`config.mk`:
```
export PLATFORM = sky130hd
export DESIGN_NAME = icr_readout
export DESIGN_NICKNAME = d
export VERILOG_FILES = /design/src/logic/icr_pkg.sv /design/src/logic/icr_readout.sv
export SDC_FILE = /design/constraint.sdc
export NUM_CORES = 1
export LEC_CHECK = 0
export ABC_AREA = 0
export BUFFER_PORTS_ARGS = -buffer_cell sky130_fd_sc_hd__clkbuf_2
export CAP_MARGIN = 20
export CORE_MARGIN = 1
export CORE_UTILIZATION = 49
export DETAILED_ROUTE_END_ITERATION = 6
export PLACE_DENSITY = 0.76
export SYNTH_ARGS = -nofsm -noshare
export SYNTH_HDL_FRONTEND = slang
export SYNTH_SLANG_ARGS = --single-unit
```
`constraint.sdc`:
```
create_clock -name sys_clk_i -period 2.2 [get_ports sys_clk_i]
set_clock_uncertainty 0.1 [all_clocks]
set_input_delay 0.44 -clock sys_clk_i [delete_from_list [all_inputs] [get_ports sys_clk_i]]
set_output_delay 0.44 -clock sys_clk_i [all_outputs]
set_load 0.01 [all_outputs]
```
`src/logic/icr_pkg.sv`:
```
package icr_pkg;

    // -------------------------------------------------------------------
    // Array geometry and bus widths
    // -------------------------------------------------------------------
    localparam int unsigned NUM_COLS    = 1280;
    localparam int unsigned NUM_STAGES  = NUM_COLS / 2;
    localparam int unsigned COL_W       = 11;
    localparam int unsigned STAGE_W     = 10;
    localparam int unsigned PIX_W       = 10;
    localparam int unsigned KNEE_W      = 3;

    // -------------------------------------------------------------------
    // Timing
    // -------------------------------------------------------------------
    localparam int unsigned CLK_PERIOD_NS = 50;
    localparam int unsigned CAL_TIME_NS   = 3500;
    localparam int unsigned CAL_CYCLES    =
        (CAL_TIME_NS + CLK_PERIOD_NS - 1) / CLK_PERIOD_NS;
    localparam int unsigned CAL_CNT_W     = 8;

    // -------------------------------------------------------------------
    // Register port
    // -------------------------------------------------------------------
    localparam int unsigned ADDR_W = 4;
    localparam int unsigned DATA_W = 16;
    localparam logic [ADDR_W-1:0] REG_CTRL   = 4'h0;
    localparam logic [ADDR_W-1:0] REG_START  = 4'h4;
    localparam logic [ADDR_W-1:0] REG_LEN    = 4'h8;
    localparam logic [ADDR_W-1:0] REG_STATUS = 4'hc;

    // Control register field positions.
    localparam int unsigned CTRL_SUB_BIT   = 0;
    localparam int unsigned CTRL_SWAPA_BIT = 1;
    localparam int unsigned CTRL_SWAPB_BIT = 2;
    localparam int unsigned CTRL_EXTV_BIT  = 3;
    localparam int unsigned CTRL_KNEE_LSB  = 8;

    // Reset values.
    localparam logic [COL_W-1:0]   START_RST = 11'h000;
    localparam logic [STAGE_W-1:0] LEN_RST   = 10'h27f;
    localparam logic [KNEE_W-1:0]  KNEE_RST  = 3'h0;

    // Readout sequencer states.
    typedef enum logic [1:0] {
        ST_IDLE  = 2'b00,
        ST_CAL   = 2'b01,
        ST_SYNC  = 2'b10,
        ST_SHIFT = 2'b11
    } icr_state_t;

    // Column readout configuration carried as one group.
    typedef struct packed {
        logic               sub_en;
        logic               swap_a;
        logic               swap_b;
        logic               ext_knee_sel;
        logic [KNEE_W-1:0]  knee_level_bits;
        logic [COL_W-1:0]   col_start;
        logic [STAGE_W-1:0] pair_count;
    } icr_cfg_t;

    // Column pair presented to the two column buses.
    typedef struct packed {
        logic [COL_W-1:0] even_col;
        logic [COL_W-1:0] odd_col;
    } icr_cols_t;

endpackage

```
`src/logic/icr_readout.sv`:
```
// Notes on behaviour
// - Sequencer makes pixel reset, sample and hold from start and stop pins.
// - After readout start, run a 3.5 us double-sampling calibration.
// - Pixels go out only after row blanking has ended.
// - Exactly one pixel leaves per system clock.
// - Each shift stage selects two columns; stages advance every other clock.
// - Even columns on bus A, odd on bus B, interleaved into one stream. Sub-sampling with one swap puts odd columns on A or even on B.
// - At blanking end, under column sync, load a single one at start.
// - Releasing column sync starts shifting onward from the start stage.
// - Sub-sampling off: pointer advances one stage per shift.
// - Sub-sampling on: pointer advances two stages, pattern XXOOXXOO.
// - Sub-sampling with first swap gives pattern XOXOXOXO.
// - Sub-sampling with second swap gives pattern OXOXOXOX.
// - Sub-sampling with both swaps gives pattern OOXXOOXX.
// - Knee-level bits set the internal multiple-slope reset level.
// - External-knee select disconnects the internal generator from its pin.
//
// Our own choices: the register offsets and strobed register access.
module icr_readout
    import icr_pkg::*;
(
    input  wire logic               sys_clk_i,
    input  wire logic               sys_rst_i,
    // Register port.
    input  wire logic [ADDR_W-1:0]  reg_addr_i,
    input  wire logic [DATA_W-1:0]  reg_wdata_i,
    input  wire logic               reg_wr_i,
    input  wire logic               reg_rd_i,
    output logic      [DATA_W-1:0]  reg_rdata_o,
    // Sequencing pins from the camera controller.
    input  wire logic               int_start_i,
    input  wire logic               int_stop_i,
    input  wire logic               row_start_i,
    input  wire logic               row_clock_i,
    // Shutter controls to the pixel array.
    output logic                    pix_reset_o,
    output logic                    pix_sample_o,
    output logic                    pix_hold_o,
    // Calibration and column addressing.
    output logic                    cal_active_o,
    output logic                    col_sync_o,
    output icr_cols_t               col_sel_o,
    // Column buses and pixel stream.
    input  wire logic [PIX_W-1:0]   bus_a_i,
    input  wire logic [PIX_W-1:0]   bus_b_i,
    output logic      [PIX_W-1:0]   pixel_o,
    output logic                    pixel_valid_o,
    // Multiple-slope reset voltage generator.
    output logic      [KNEE_W-1:0]  knee_level_bits_o,
    output logic                    knee_gen_connect_o
);

    // -------------------------------------------------------------------
    // Column address decoding
    // -------------------------------------------------------------------

    // Maps a stage to the two columns driven onto buses A and B. In
    // sub-sample mode the swap switches reroute columns inside each group
    // of four, which is what produces the four skip patterns.
    function automatic icr_cols_t col_pick(input logic [STAGE_W-1:0] stg,
                                           input icr_cfg_t         c);
        logic [COL_W-1:0] base;
        logic [COL_W-1:0] grp;
        icr_cols_t        r;
        base = {stg, 1'b0};
        grp  = {stg[STAGE_W-1:1], 2'b00};
        r.even_col = base;
        r.odd_col  = base | 11'h001;
        if (c.sub_en) begin
            unique case ({c.swap_b, c.swap_a})
                2'b00: begin
                    r.even_col = grp;
                    r.odd_col  = grp | 11'h001;
                end
                2'b01: begin
                    r.even_col = grp;
                    r.odd_col  = grp | 11'h002;
                end
                2'b10: begin
                    r.even_col = grp | 11'h001;
                    r.odd_col  = grp | 11'h003;
                end
                2'b11: begin
                    r.even_col = grp | 11'h002;
                    r.odd_col  = grp | 11'h003;
                end
            endcase
        end
        return r;
    endfunction

    // -------------------------------------------------------------------
    // Declarations
    // -------------------------------------------------------------------
    icr_cfg_t               cfg_r;
    icr_state_t             state_r;
    icr_state_t             state_nxt;
    logic [CAL_CNT_W-1:0]   cal_cnt_r;
    logic [NUM_STAGES-1:0]  shreg_r;
    logic [STAGE_W-1:0]     stage_r;
    logic [STAGE_W-1:0]     pairs_left_r;
    logic                   phase_r;
    logic                   integrating_r;
    logic [STAGE_W-1:0]     start_stage;
    logic [STAGE_W-1:0]     step;
    logic                   row_go;
    logic                   cal_done;
    logic                   last_pair;

    assign start_stage = cfg_r.col_start[COL_W-1:1];
    assign step        = cfg_r.sub_en ? 10'h002 : 10'h001;
    assign row_go      = row_start_i && row_clock_i;
    assign cal_done    = (cal_cnt_r == CAL_CNT_W'(CAL_CYCLES - 1));
    assign last_pair   = (pairs_left_r == 10'h000);

    // -------------------------------------------------------------------
    // Register port
    // -------------------------------------------------------------------

    // Configuration writes; a row in flight sees CTRL changes immediately, while
    // start and length are only taken at sync, so software should reprogram between rows.
    always_ff @(posedge sys_clk_i) begin
        if (sys_rst_i) begin
            cfg_r.sub_en          <= 1'b0;
            cfg_r.swap_a          <= 1'b0;
            cfg_r.swap_b          <= 1'b0;
            cfg_r.ext_knee_sel    <= 1'b0;
            cfg_r.knee_level_bits <= KNEE_RST;
            cfg_r.col_start       <= START_RST;
            cfg_r.pair_count      <= LEN_RST;
        end else if (reg_wr_i) begin
            unique case (reg_addr_i)
                REG_CTRL: begin
                    cfg_r.sub_en          <= reg_wdata_i[CTRL_SUB_BIT];
                    cfg_r.swap_a          <= reg_wdata_i[CTRL_SWAPA_BIT];
                    cfg_r.swap_b          <= reg_wdata_i[CTRL_SWAPB_BIT];
                    cfg_r.ext_knee_sel    <= reg_wdata_i[CTRL_EXTV_BIT];
                    cfg_r.knee_level_bits <=
                        reg_wdata_i[CTRL_KNEE_LSB +: KNEE_W];
                end
                REG_START: cfg_r.col_start <= {reg_wdata_i[COL_W-1:1], 1'b0};
                REG_LEN:   cfg_r.pair_count <= reg_wdata_i[STAGE_W-1:0];
                default: ;
            endcase
        end
    end

    // Read data stands in the cycle after the strobe; unmapped reads zero.
    always_ff @(posedge sys_clk_i) begin
        if (sys_rst_i) begin
            reg_rdata_o <= '0;
        end else if (reg_rd_i) begin
            unique case (reg_addr_i)
                REG_CTRL: reg_rdata_o <= DATA_W'({cfg_r.knee_level_bits,
                    4'h0, cfg_r.ext_knee_sel, cfg_r.swap_b, cfg_r.swap_a,
                    cfg_r.sub_en});
                REG_START:  reg_rdata_o <= DATA_W'(cfg_r.col_start);
                REG_LEN:    reg_rdata_o <= DATA_W'(cfg_r.pair_count);
                REG_STATUS: reg_rdata_o <= DATA_W'({stage_r,
                    integrating_r, 3'h0, state_r});
                default:    reg_rdata_o <= '0;
            endcase
        end else begin
            reg_rdata_o <= '0;
        end
    end

    // -------------------------------------------------------------------
    // Shutter sequencer
    // -------------------------------------------------------------------

    always_ff @(posedge sys_clk_i) begin
        if (sys_rst_i) begin
            pix_reset_o   <= 1'b0;
            pix_sample_o  <= 1'b0;
            pix_hold_o    <= 1'b0;
            integrating_r <= 1'b0;
        end else begin
            pix_reset_o  <= int_start_i;
            pix_sample_o <= int_stop_i && integrating_r && !int_start_i;
            if (int_start_i) begin
                integrating_r <= 1'b1;
                pix_hold_o    <= 1'b0;
            end else if (int_stop_i && integrating_r) begin
                integrating_r <= 1'b0;
                pix_hold_o    <= 1'b1; // Held charge stays until next start.
            end
        end
    end

    // -------------------------------------------------------------------
    // Row readout sequencer
    // -------------------------------------------------------------------

    // Next state; a new row request during a row is ignored.
    always_comb begin
        state_nxt = state_r;
        unique case (state_r)
            ST_IDLE:  if (row_go) state_nxt = ST_CAL;
            ST_CAL:   if (cal_done) state_nxt = ST_SYNC;
            ST_SYNC:  state_nxt = ST_SHIFT;
            ST_SHIFT: if (phase_r && last_pair) state_nxt = ST_IDLE;
        endcase
    end

    always_ff @(posedge sys_clk_i) begin
        if (sys_rst_i) begin
            state_r <= ST_IDLE;
        end else begin
            state_r <= state_nxt;
        end
    end

    always_ff @(posedge sys_clk_i) begin
        if (sys_rst_i || state_r != ST_CAL) begin
            cal_cnt_r <= '0;
        end else begin
            cal_cnt_r <= cal_cnt_r + 8'h01;
        end
    end

    // Calibration strobe and column sync pulse.
    always_ff @(posedge sys_clk_i) begin
        if (sys_rst_i) begin
            cal_active_o <= 1'b0;
            col_sync_o   <= 1'b0;
        end else begin
            cal_active_o <= (state_nxt == ST_CAL);
            col_sync_o   <= (state_nxt == ST_SYNC);
        end
    end

    // -------------------------------------------------------------------
    // Column shift register
    // -------------------------------------------------------------------

    // Two-cycle phase: stages move only when phase wraps, which gives the
    // half-rate enable without a second clock.
    always_ff @(posedge sys_clk_i) begin
        if (sys_rst_i || state_r != ST_SHIFT) begin
            phase_r <= 1'b0;
        end else begin
            phase_r <= ~phase_r;
        end
    end

    // The one-hot register is the real pointer; stage_r mirrors its index
    // so the column decode avoids a 640-input encoder.
    always_ff @(posedge sys_clk_i) begin
        if (sys_rst_i) begin
            shreg_r      <= '0;
            stage_r      <= '0;
            pairs_left_r <= '0;
        end else if (state_r == ST_SYNC) begin
            shreg_r      <= NUM_STAGES'(1) << start_stage;
            stage_r      <= start_stage;
            pairs_left_r <= cfg_r.pair_count;
        end else if (state_r == ST_SHIFT && phase_r && !last_pair) begin
            shreg_r      <= shreg_r << step;
            stage_r      <= stage_r + step;
            pairs_left_r <= pairs_left_r - 10'h001;
        end
    end

    // Column select follows the pointer; held for both halves of a stage.
    always_ff @(posedge sys_clk_i) begin
        if (sys_rst_i) begin
            col_sel_o <= '0;
        end else if (state_nxt == ST_SHIFT) begin
            col_sel_o <= col_pick(state_r == ST_SHIFT ?
                ((phase_r && !last_pair) ? stage_r + step : stage_r) :
                start_stage, cfg_r);
        end
    end

    // -------------------------------------------------------------------
    // Output stage
    // -------------------------------------------------------------------

    always_ff @(posedge sys_clk_i) begin
        if (sys_rst_i) begin
            pixel_o       <= '0;
            pixel_valid_o <= 1'b0;
        end else if (state_r == ST_SHIFT) begin
            pixel_o       <= phase_r ? bus_b_i : bus_a_i;
            pixel_valid_o <= 1'b1;
        end else begin
            pixel_o       <= '0;
            pixel_valid_o <= 1'b0;
        end
    end

    // -------------------------------------------------------------------
    // Multiple-slope reset voltage control
    // -------------------------------------------------------------------

    always_ff @(posedge sys_clk_i) begin
        if (sys_rst_i) begin
            knee_level_bits_o  <= KNEE_RST;
            knee_gen_connect_o <= 1'b1;
        end else begin
            knee_level_bits_o  <= cfg_r.knee_level_bits;
            knee_gen_connect_o <= ~cfg_r.ext_knee_sel;
        end
    end

endmodule // icr_readout

```
; Word-level counts from Yosys, hierarchy flattened
; Cells that the tools add are included.
[word_totals]
inputBits = 48
word_cells = 88
ff_bits = 117
output_inout_bits = 58
[classes]
n_bitwise = 4
reduce_logical = 23
muxes = 18
eq_ne = 15
addsub = 3
[op_table]
columns = operator, count
row1 = case mux 22 bit (4 select lines), 1
row2 = two-way mux 10 bit, 7
row3 = case mux 16 bit (4 select lines), 1
row4 = two-way mux 22 bit, 1
row5 = == test 2 bit (second input constant), 6
row6 = adder 10 x 2 -> 10 bit, 1
row7 = zero test 10 bit, 1
row8 = subtractor 10 x 1 -> 10 bit (second input constant), 1
row9 = adder 8 x 1 -> 8 bit (second input constant), 1
row10 = == test 4 bit (second input constant), 2
row11 = == test 8 x 7 -> 1 bit (second input constant), 1
row12 = two-way mux 2 bit, 4
row13 = case mux 2 bit (4 select lines), 1
row14 = logical AND 1 bit, 7
row15 = == test 2 x 1 -> 1 bit (second input constant), 3
row16 = AND reduction 2 bit, 3
row17 = OR reduction 2 bit, 3
row18 = == test 4 x 3 -> 1 bit (second input constant), 1
row19 = zero test 2 bit, 2
row20 = zero test 4 bit, 1
row21 = NOT 1 bit, 4
row22 = nonzero test 2 bit, 2
row23 = two-way mux 1 bit, 3
row24 = zero test 1 bit, 2
row25 = 3 further kinds, 4

; Longest topological paths before layout
; Gate-level depths: netlist of run 1.
[logic_depth]
depth_word = 7
depth_mapped = 9

; Worst setup path before layout of run 1
; Ideal clock, no wire load.
[synth_path]
path_type = reg-to-reg
from = register pairs_left_r[0]
to = register stage_r[2]
arrival_time_ps = 2068
required_ps = 1985
period_less_slack_ps = 2282
n_path_buf = 2
stages_incl_launch_ff = 10
path_slack_ps = -82
cell_sequence = dfxtp_1 inv_1 ha_1 or4b_1 buf_4 o31a_4 o21ai_4 buf_6 a21oi_1 o21a_1
[synth_via]
elab_chain_len = 4
[synth_rtl]
columns = item, line_no
row1 = from (decl), icr_readout.sv:101  ; logic [STAGE_W-1:0] pairs_left_r;
row2 = from (signal assigned), icr_readout.sv:257  ; pairs_left_r <= cfg_r.pair_count;
row3 = from (signal assigned), icr_readout.sv:261  ; pairs_left_r <= pairs_left_r - 10'h001;
row4 = zero test 10 bit, icr_readout.sv:114  ; assign last_pair = (pairs_left_r == 10'h000);
row5 = zero test 1 bit, icr_readout.sv:258  ; end else if (state_r == ST_SHIFT && phase_r && !last_pair) begin
row6 = logical AND 1 bit, icr_readout.sv:258
row7 = nonzero test 2 bit (no source line), -
row8 = to (signal assigned), icr_readout.sv:256  ; stage_r <= start_stage;
row9 = to (signal assigned), icr_readout.sv:260  ; stage_r <= stage_r + step;
row10 = to (decl), icr_readout.sv:100  ; logic [STAGE_W-1:0] stage_r;
; Every way passes these cells.
; A chain may end at the register's enable or synchronous reset.

; Worst setup path after layout of run 1
[layout_path]
from = register pairs_left_r[1]
to = register col_sel_o[1] (netlist bit)
[layout_via]
elab_chain_len = 6
word_cells_on_any_way = 10
cone_classes = 1 x eq/ne / 5 x mux / 4 x reduce/logical
[layout_rtl]
columns = item, line_no
row1 = zero test 10 bit (*), icr_readout.sv:114
row2 = "parallel branches: the longest is 5 deep, another holds case mux 2 bit (4 select lines)", -
row3 = to (signal assigned), icr_readout.sv:270  ; col_sel_o <= col_pick(state_r == ST_SHIFT ?
row4 = to (decl), icr_readout.sv:42  ; output icr_cols_t col_sel_o,
; Every way passes the cells marked *.

==> run metrics, run 1 <==
Port-buffer cells 100; Vias per Instance 5.69; # setup viols final 0; Die ar. 0.0102 sq mm; largest net degree at the start of global routing 45; Final #Nets ~730; first-pass GRT wire length about 21 mm; initial antenna violation count 0; register area 0.00216 sq mm; GPL Wtd Cong a little over 0.9; FF+latch count, synth ~110; Layout Utilization 0.641; Setup crit start pairs_left_r[1]; clock sink count 108; Hold Crit Start int_start_i; layout cells sized above 1 0.302; Slew headroom 0.570; yosys warns 0; grt ovf 0; CTS max path bufs 2; async set or reset register ratio after synthesis 0; Placement Rows 35; vias post-DR between 4000 and 5000; RSZ-0062 raised after global routing true; maximum vdd ir drop 0.000319 V; predominant post-synthesis flop cell dfxtp_1; crit path DAT 2350 ps; minimum clock period 2190 ps; Fin Hold WS 169 ps; Root Driver clkbuf_8; Hold Crit Class in2reg; routed len/inst roughly 16 um; Post-Synthesis Net Count 604; final WL 13.0 mm; worst slew pin tran around 640 ps; startpoint types flop; depth of the CTS H-tree 3; Cell variety after synth a little over 60; status finished, final reports clean; vias in the first global route between 4000 and 5000; fmax roughly 460 MHz; # diodes 0; reg-to-reg slack, setup roughly 14 ps; fill count 797; final worst path period share 0.994; slowest CP cell or4b_4; Post-Syn Area ~0.0048 sq mm; critical path class reg2reg; initial core utilization 0.512; initial drt markers ~430; Core Area ~0.0094 sq mm; most frequent cell on the critical path a31oi_1; worst path cell trace inv_2 > ha_4 > or4b_4 > o41a_1 > buf_6 > o311a_1 > a31oi_1 > a31oi_1; Post-synth EDFFs 0; top-count cell post-synth dfxtp_1; io pins ~110; gr usage total 0.262; top cells by area, synth dfxtp_1, mux2i_1, nor2_1; Synth area leader dfxtp_1; drt drc 0; Final Hold Vio Count 0; DP HPWL 9.39 mm; Synth Area per Inst 8.72 sq um; CTS tree yes; CTS buffer count 9; Syn Inst Count 550; pwr dens 551 mW/mm^2; critical register-to-register path startpoint pairs_left_r[1]; Worst EP required between 2000 and 2500 ps; DRT Pass-1 Iters 5; Final ANT Viol Nets 0; CP Capture Type flop; Static Leak approximately 2.6 nW; Yosys top cell area share 0.451; final-report max-slew violation count 0; Die H around 100 um; Worst-path clk slew about 100 ps; part of the Yosys area used for sequential elements 0.451; Die X approximately 100 um; CP max FO 7; Multi-input gate area ~0.0025 sq mm; most frequent cells after synthesis dfxtp_1, nor2_1, nand2_1, mux2i_1, o21ai_0; area grow syn2layout 25.2%; max cap viols 0; Worst-Skew Late Latency approximately 370 ps; CP peak stage delay 520 ps
## where the power goes
| part | internal [mW] | switching, mW |
|---|---|---|
| Clock | 0.453 | 0.685 |
| Combinational | 0.0803 | 0.106 |
| Sequential | 1.97 | 0.0166 |
| Total | 2.50 | 0.808 |
## flip-flops by register name, indices dropped and copies added (netlist names)
| register | flops |
|---|---|
| knee_level_bits_o | 3 |
| cal_active_o | 1 |
| pixel_valid_o | 1 |
| pix_hold_o | 1 |
| integrating_r | 1 |
| col_sel_o | 13 |
| reg_rdata_o | 16 |
| knee_gen_connect_o | 1 |
| state_r | 2 |
| pairs_left_r | 10 |
| pix_reset_o | 1 |
| cal_cnt_r | 8 |
| pixel_o | 10 |
| col_sync_o | 1 |
| pix_sample_o | 1 |
| stage_r | 10 |
| phase_r | 1 |
| cfg_r | 27 |
## critical path, delay by kind of cell, from the launching register on
kind                       cells  cell delay (ps)
AOI/OAI and AO/OA              4              760
adders and majority gates      1              120
DFF                            1              340
buffers and inverters          2              220
and+or+nand+nor                1              520
## repair_timing
item	4_1_cts	5_1_grt
hold endpoints to repair	0	0
gates resized for setup	4	26
setup buffers	2	9
pin swaps	3	6
endpoints found under the setup margin	12	26
hold buffers	0	0
## cell usage in the layout, fill, tap and decap left out, drive strengths merged, types with 8 or more instances in the layout
master,instances
clkbuf,111
dfxtp,108
nor2,86
buf,54
nand2,49
mux2i,36
o21ai,32
a21oi,25
nand3,20
a31oi,15
a22oi,10
inv,10
nor3,9
nor2b,8
## final timing paths
check / end / cells after the start
setup / recovery: col_sel_o[1] / 8
hold reg to reg: knee_gen_connect_o / 1
setup reg to reg: col_sel_o[1] / 8
hold / removal: pix_hold_o / 2
## logic make-up (layout without fill, tap and decap cells)
kind of cell | after synthesis | in the layout | synth area share
adder cells (fa/ha/maj) | 6 | 6 | 0.0172
multiplexers | 40 | 40 | 0.0845
flip-flops | 108 | 108 | 0.451
buffers and inverters | 54 | 180 | 0.0532
AO/OA/AOI/OAI | 119 | 119 | 0.168
AND/OR/NAND/NOR | 209 | 209 | 0.201
XOR/XNOR | 14 | 14 | 0.0256
## final cells by class
class                   count  area share
well taps                 129      0.0269
repair buffers            155       0.163
flip-flops and latches    108       0.360
multi-input cells         388       0.413
inverters                  10     0.00625
clock buffers              10      0.0229
clock inverters             5     0.00771
## per-stage QoR
stage	power, mW	instances	TNS (ps)	worst slack (ps)	cell area, sq um
2_1_floorplan	2.12	550	0	14.3	4820
3_3_place_gp	2.21	779	-19.3	-15.5	5620
3_5_place_dp	2.21	779	-222	-45.8	5620
5_1_grt	3.44	805	-321	-55.9	6010
6_report	3.31	805	0	13.6	6010
4_1_cts	3.34	796	0	25.0	5860
## routing by layer
layer | GRT usage | routed length, um | vias up
met5 | 0 | 0 | -
met4 | 0.111 | 295 | 0
met3 | 0.0562 | 922 | 32
met2 | 0.435 | 6440 | 213
met1 | 0.331 | 5380 | 2156
li1 | - | - | 2180
Power figures use the tool's default switching activity.
==> run 2, diff against run 1 <==
--- a/config.mk
+++ b/config.mk
@@ -5,7 +5,7 @@
 export SDC_FILE = /design/constraint.sdc
 export NUM_CORES = 1
 export LEC_CHECK = 0
-export ABC_AREA = 0
+export ABC_AREA = 1
 export BUFFER_PORTS_ARGS = -buffer_cell sky130_fd_sc_hd__clkbuf_2
 export CAP_MARGIN = 20
 export CORE_MARGIN = 1
==> run 2 against run 1 <==
Against the previous run:
- area after synthesis increased by 0.10%
- maximum frequency increased by 7.6%
- first-iteration DRC count fell by 34%
- worst setup slack gained 160 ps
- sequential power hardly changed
- combinational power shrank 10%
- clock-buffer cell count grew 1
- global-route usage is 1.2 points lower
- register-to-register slack better by 160 ps
- flip-flop and latch count did not move
- total power shrank 0.11%
- clock power about the same
- highest routed layer unchanged
==> run metrics, run 2 <==
Die X 101 um (about the same); Layout Utilization 0.596 (was 0.641); Largest register FFs 27 (unchanged); Biggest register cfg_r (unchanged); fmax 492 MHz (was 457 MHz); Yosys top cell area share 0.450 (was 0.451); Slew headroom 0.538 (was 0.570); critical path class reg2reg (unchanged); routed len/inst 14.0 um (was 16.2 um); Worst-Skew Late Latency 370 ps (about the same); status finished, final reports clean (unchanged); vias in the first global route 4264 (was 4322); commonest non-fill, non-tap cell in the layout nand2_1 (was dfxtp_1); Vias per Instance 5.28 (was 5.69); area grow syn2layout 16.2% (was 25.2%); initial drt markers 281 (was 427); Worst EP required 2370 ps (about the same); clock sink count 108 (unchanged); startpoint types flop (unchanged); Die H 101 um (about the same); final-report max-slew violation count 0 (unchanged); final worst path period share 0.923 (was 0.994); Port-buffer cells 100 (unchanged); Cells after DPL 867 (was 779); predominant post-synthesis flop cell dfxtp_1 (unchanged); Cell variety after synth 35 (was 61); Synth Area per Inst 7.31 sq um (was 8.72 sq um); Core Area 0.00937 sq mm (unchanged); Multi-input gate area 0.00215 sq mm (was 0.00248 sq mm); first-pass GRT wire length 19.9 mm (was 20.8 mm); Worst-path clk slew 100 ps (about the same); Placement Rows 35 (unchanged); CTS max path bufs 2 (unchanged); depth of the CTS H-tree 3 (unchanged); worst slew pin tran 691 ps (was 638 ps); max cap viols 0 (unchanged); largest net degree at the start of global routing 51 (was 45); DRT Pass-1 Iters 5 (unchanged); gr usage total 0.250 (was 0.262); initial antenna violation count 0 (unchanged); grt ovf 0 (unchanged); Synth area leader dfxtp_1 (unchanged); most frequent cells in the layout nand2_1, dfxtp_1, clkbuf_2 (was dfxtp_1, clkbuf_2, nor2_1); part of the Yosys area used for sequential elements 0.450 (was 0.451); CP max FO 4 (was 7); DP HPWL 9.19 mm (was 9.39 mm); CP Capture Type flop (unchanged); Root Driver clkbuf_8 (unchanged); GPL Wtd Cong 0.897 (was 0.920); Hold Crit Class in2reg (unchanged); Syn Inst Count 657 (was 550); Hold Buf Count CTS 0 (unchanged); # diodes 0 (unchanged); Post-synth EDFFs 0 (unchanged); minimum clock period 2030 ps (was 2190 ps); final WL 12.4 mm (was 13.0 mm); layout cells sized above 1 0.211 (was 0.302); Die ar. 0.0102 sq mm (about the same); biggest regs cfg_r: 27 flops, reg_rdata_o: 16 flops, col_sel_o: 13 flops (unchanged); drt drc 0 (unchanged); top-count cell post-synth nand2_1 (was dfxtp_1); Final #Nets 803 (was 726); most frequent cells after synthesis nand2_1, dfxtp_1, inv_1, nor2_1, a21oi_1 (was dfxtp_1, nor2_1, nand2_1, mux2i_1, o21ai_0); fill count 900 (was 797); Static Leak 2.58 nW (was 2.56 nW); yosys warns 0 (unchanged); async set or reset register ratio after synthesis 0 (unchanged); crit path DAT 2210 ps (was 2350 ps); maximum vdd ir drop 0.000304 V (was 0.000319 V); Final Hold Vio Count 0 (unchanged); Post-Synthesis Net Count 711 (was 604); register area 0.00216 sq mm (about the same); io pins 106 (unchanged); top cells by area, synth dfxtp_1, nand2_1, a21oi_1 (was dfxtp_1, mux2i_1, nor2_1); # setup viols final 0 (unchanged); Final ANT Viol Nets 0 (unchanged); Post-Syn Area 0.00480 sq mm (about the same); fin cells 883 (was 805); vias post-DR 4665 (was 4581); CTS buffer count 9 (unchanged); CTS tree yes (unchanged); pwr dens 593 mW/mm^2 (was 551 mW/mm^2); initial core utilization 0.513 (was 0.512); FF+latch count, synth 108 (unchanged)
## run 2: cell types whose count changed after synthesis, moves of 9 or more
cell      change
nand3_1      +13
nor2_1       -23
nand2_1     +100
a211oi_2      +9
mux2i_1      -36
o21ai_0      +17
clkbuf_1      -9
a31oi_1      -15
a22oi_1      -10
inv_1        +72
a21oi_1      +36
## run 2: path summary, 6_finish.rpt
path | slack, ps | cells past startpoint | startpoint | to
min | 190 | 3 | int_start_i | integrating_r
max reg2reg | 170 | 14 | cfg_r[27] | col_sel_o[20]
max | 170 | 14 | cfg_r[27] | col_sel_o[20]
min reg2reg | 300 | 1 | cfg_r[24] | knee_gen_connect_o
## run 2: area by class of cell
cell class                      count  area share
Clock inverter                      5     0.00807
Tap cell                          129      0.0289
Multi-Input combinational cell    431       0.384
Clock buffer                       11      0.0253
Inverter                           85      0.0572
Sequential cell                   108       0.388
Timing Repair Buffer              114       0.108
## run 2: worst max-delay path, cell delays in order, from the launching register on
cell,delay (ps)
dfxtp_2,360
inv_2,90
ha_2,190
inv_1,50
fa_1,380
inv_2,80
nand2_2,70
nor2_4,140
nand3_1,80
nand2_1,90
nand2_1,60
nand3_1,90
nand3_1,70
nand2_1,70
inv_1,30
## run 2: routing by layer
metal / vias to the layer above / global-route usage / share of wire
met5: - / 0 / 0
met4: 0 / 0.108 / 0.028
met3: 28 / 0.0354 / 0.063
met2: 208 / 0.427 / 0.47
met1: 2122 / 0.315 / 0.44
li1: 2307 / - / -
## run 2: through the flow
stage	hold slack, ps	setup slack (ps)	area, sq um	power [mW]	TNS, ps
after floorplan	266	222	4800	2.11	0
after global placement	282	124	5380	2.19	0
after detailed placement	286	60.5	5380	2.20	0
after CTS	184	43.3	5570	3.32	0
after global routing	190	-0.512	5580	3.42	-0.512
final	190	169	5580	3.31	0
## run 2: cells by family (layout without fill, tap and decap cells)
| family | count (synthesis) | count (layout) | synth area share |
|---|---|---|---|
| simple gates | 275 | 275 | 0.240 |
| compound gates | 143 | 143 | 0.175 |
| buf+inv | 118 | 215 | 0.106 |
| flops | 108 | 108 | 0.450 |
| xor+xnor | 7 | 7 | 0.0128 |
| fa+ha+maj | 6 | 6 | 0.0172 |
## run 2: where the power goes
part	switching [mW]	internal [mW]	leakage, nW	total [mW]
sequential	0.0122	1.97	0.873	1.99
clock	0.696	0.458	0.0916	1.15
combinational	0.104	0.0635	1.62	0.168
## run 2: what timing repair did
item / in CTS / in global routing
endpoints found under the setup margin: 0 / 5
setup buffers: 0 / 0
gates resized for setup: 0 / 7
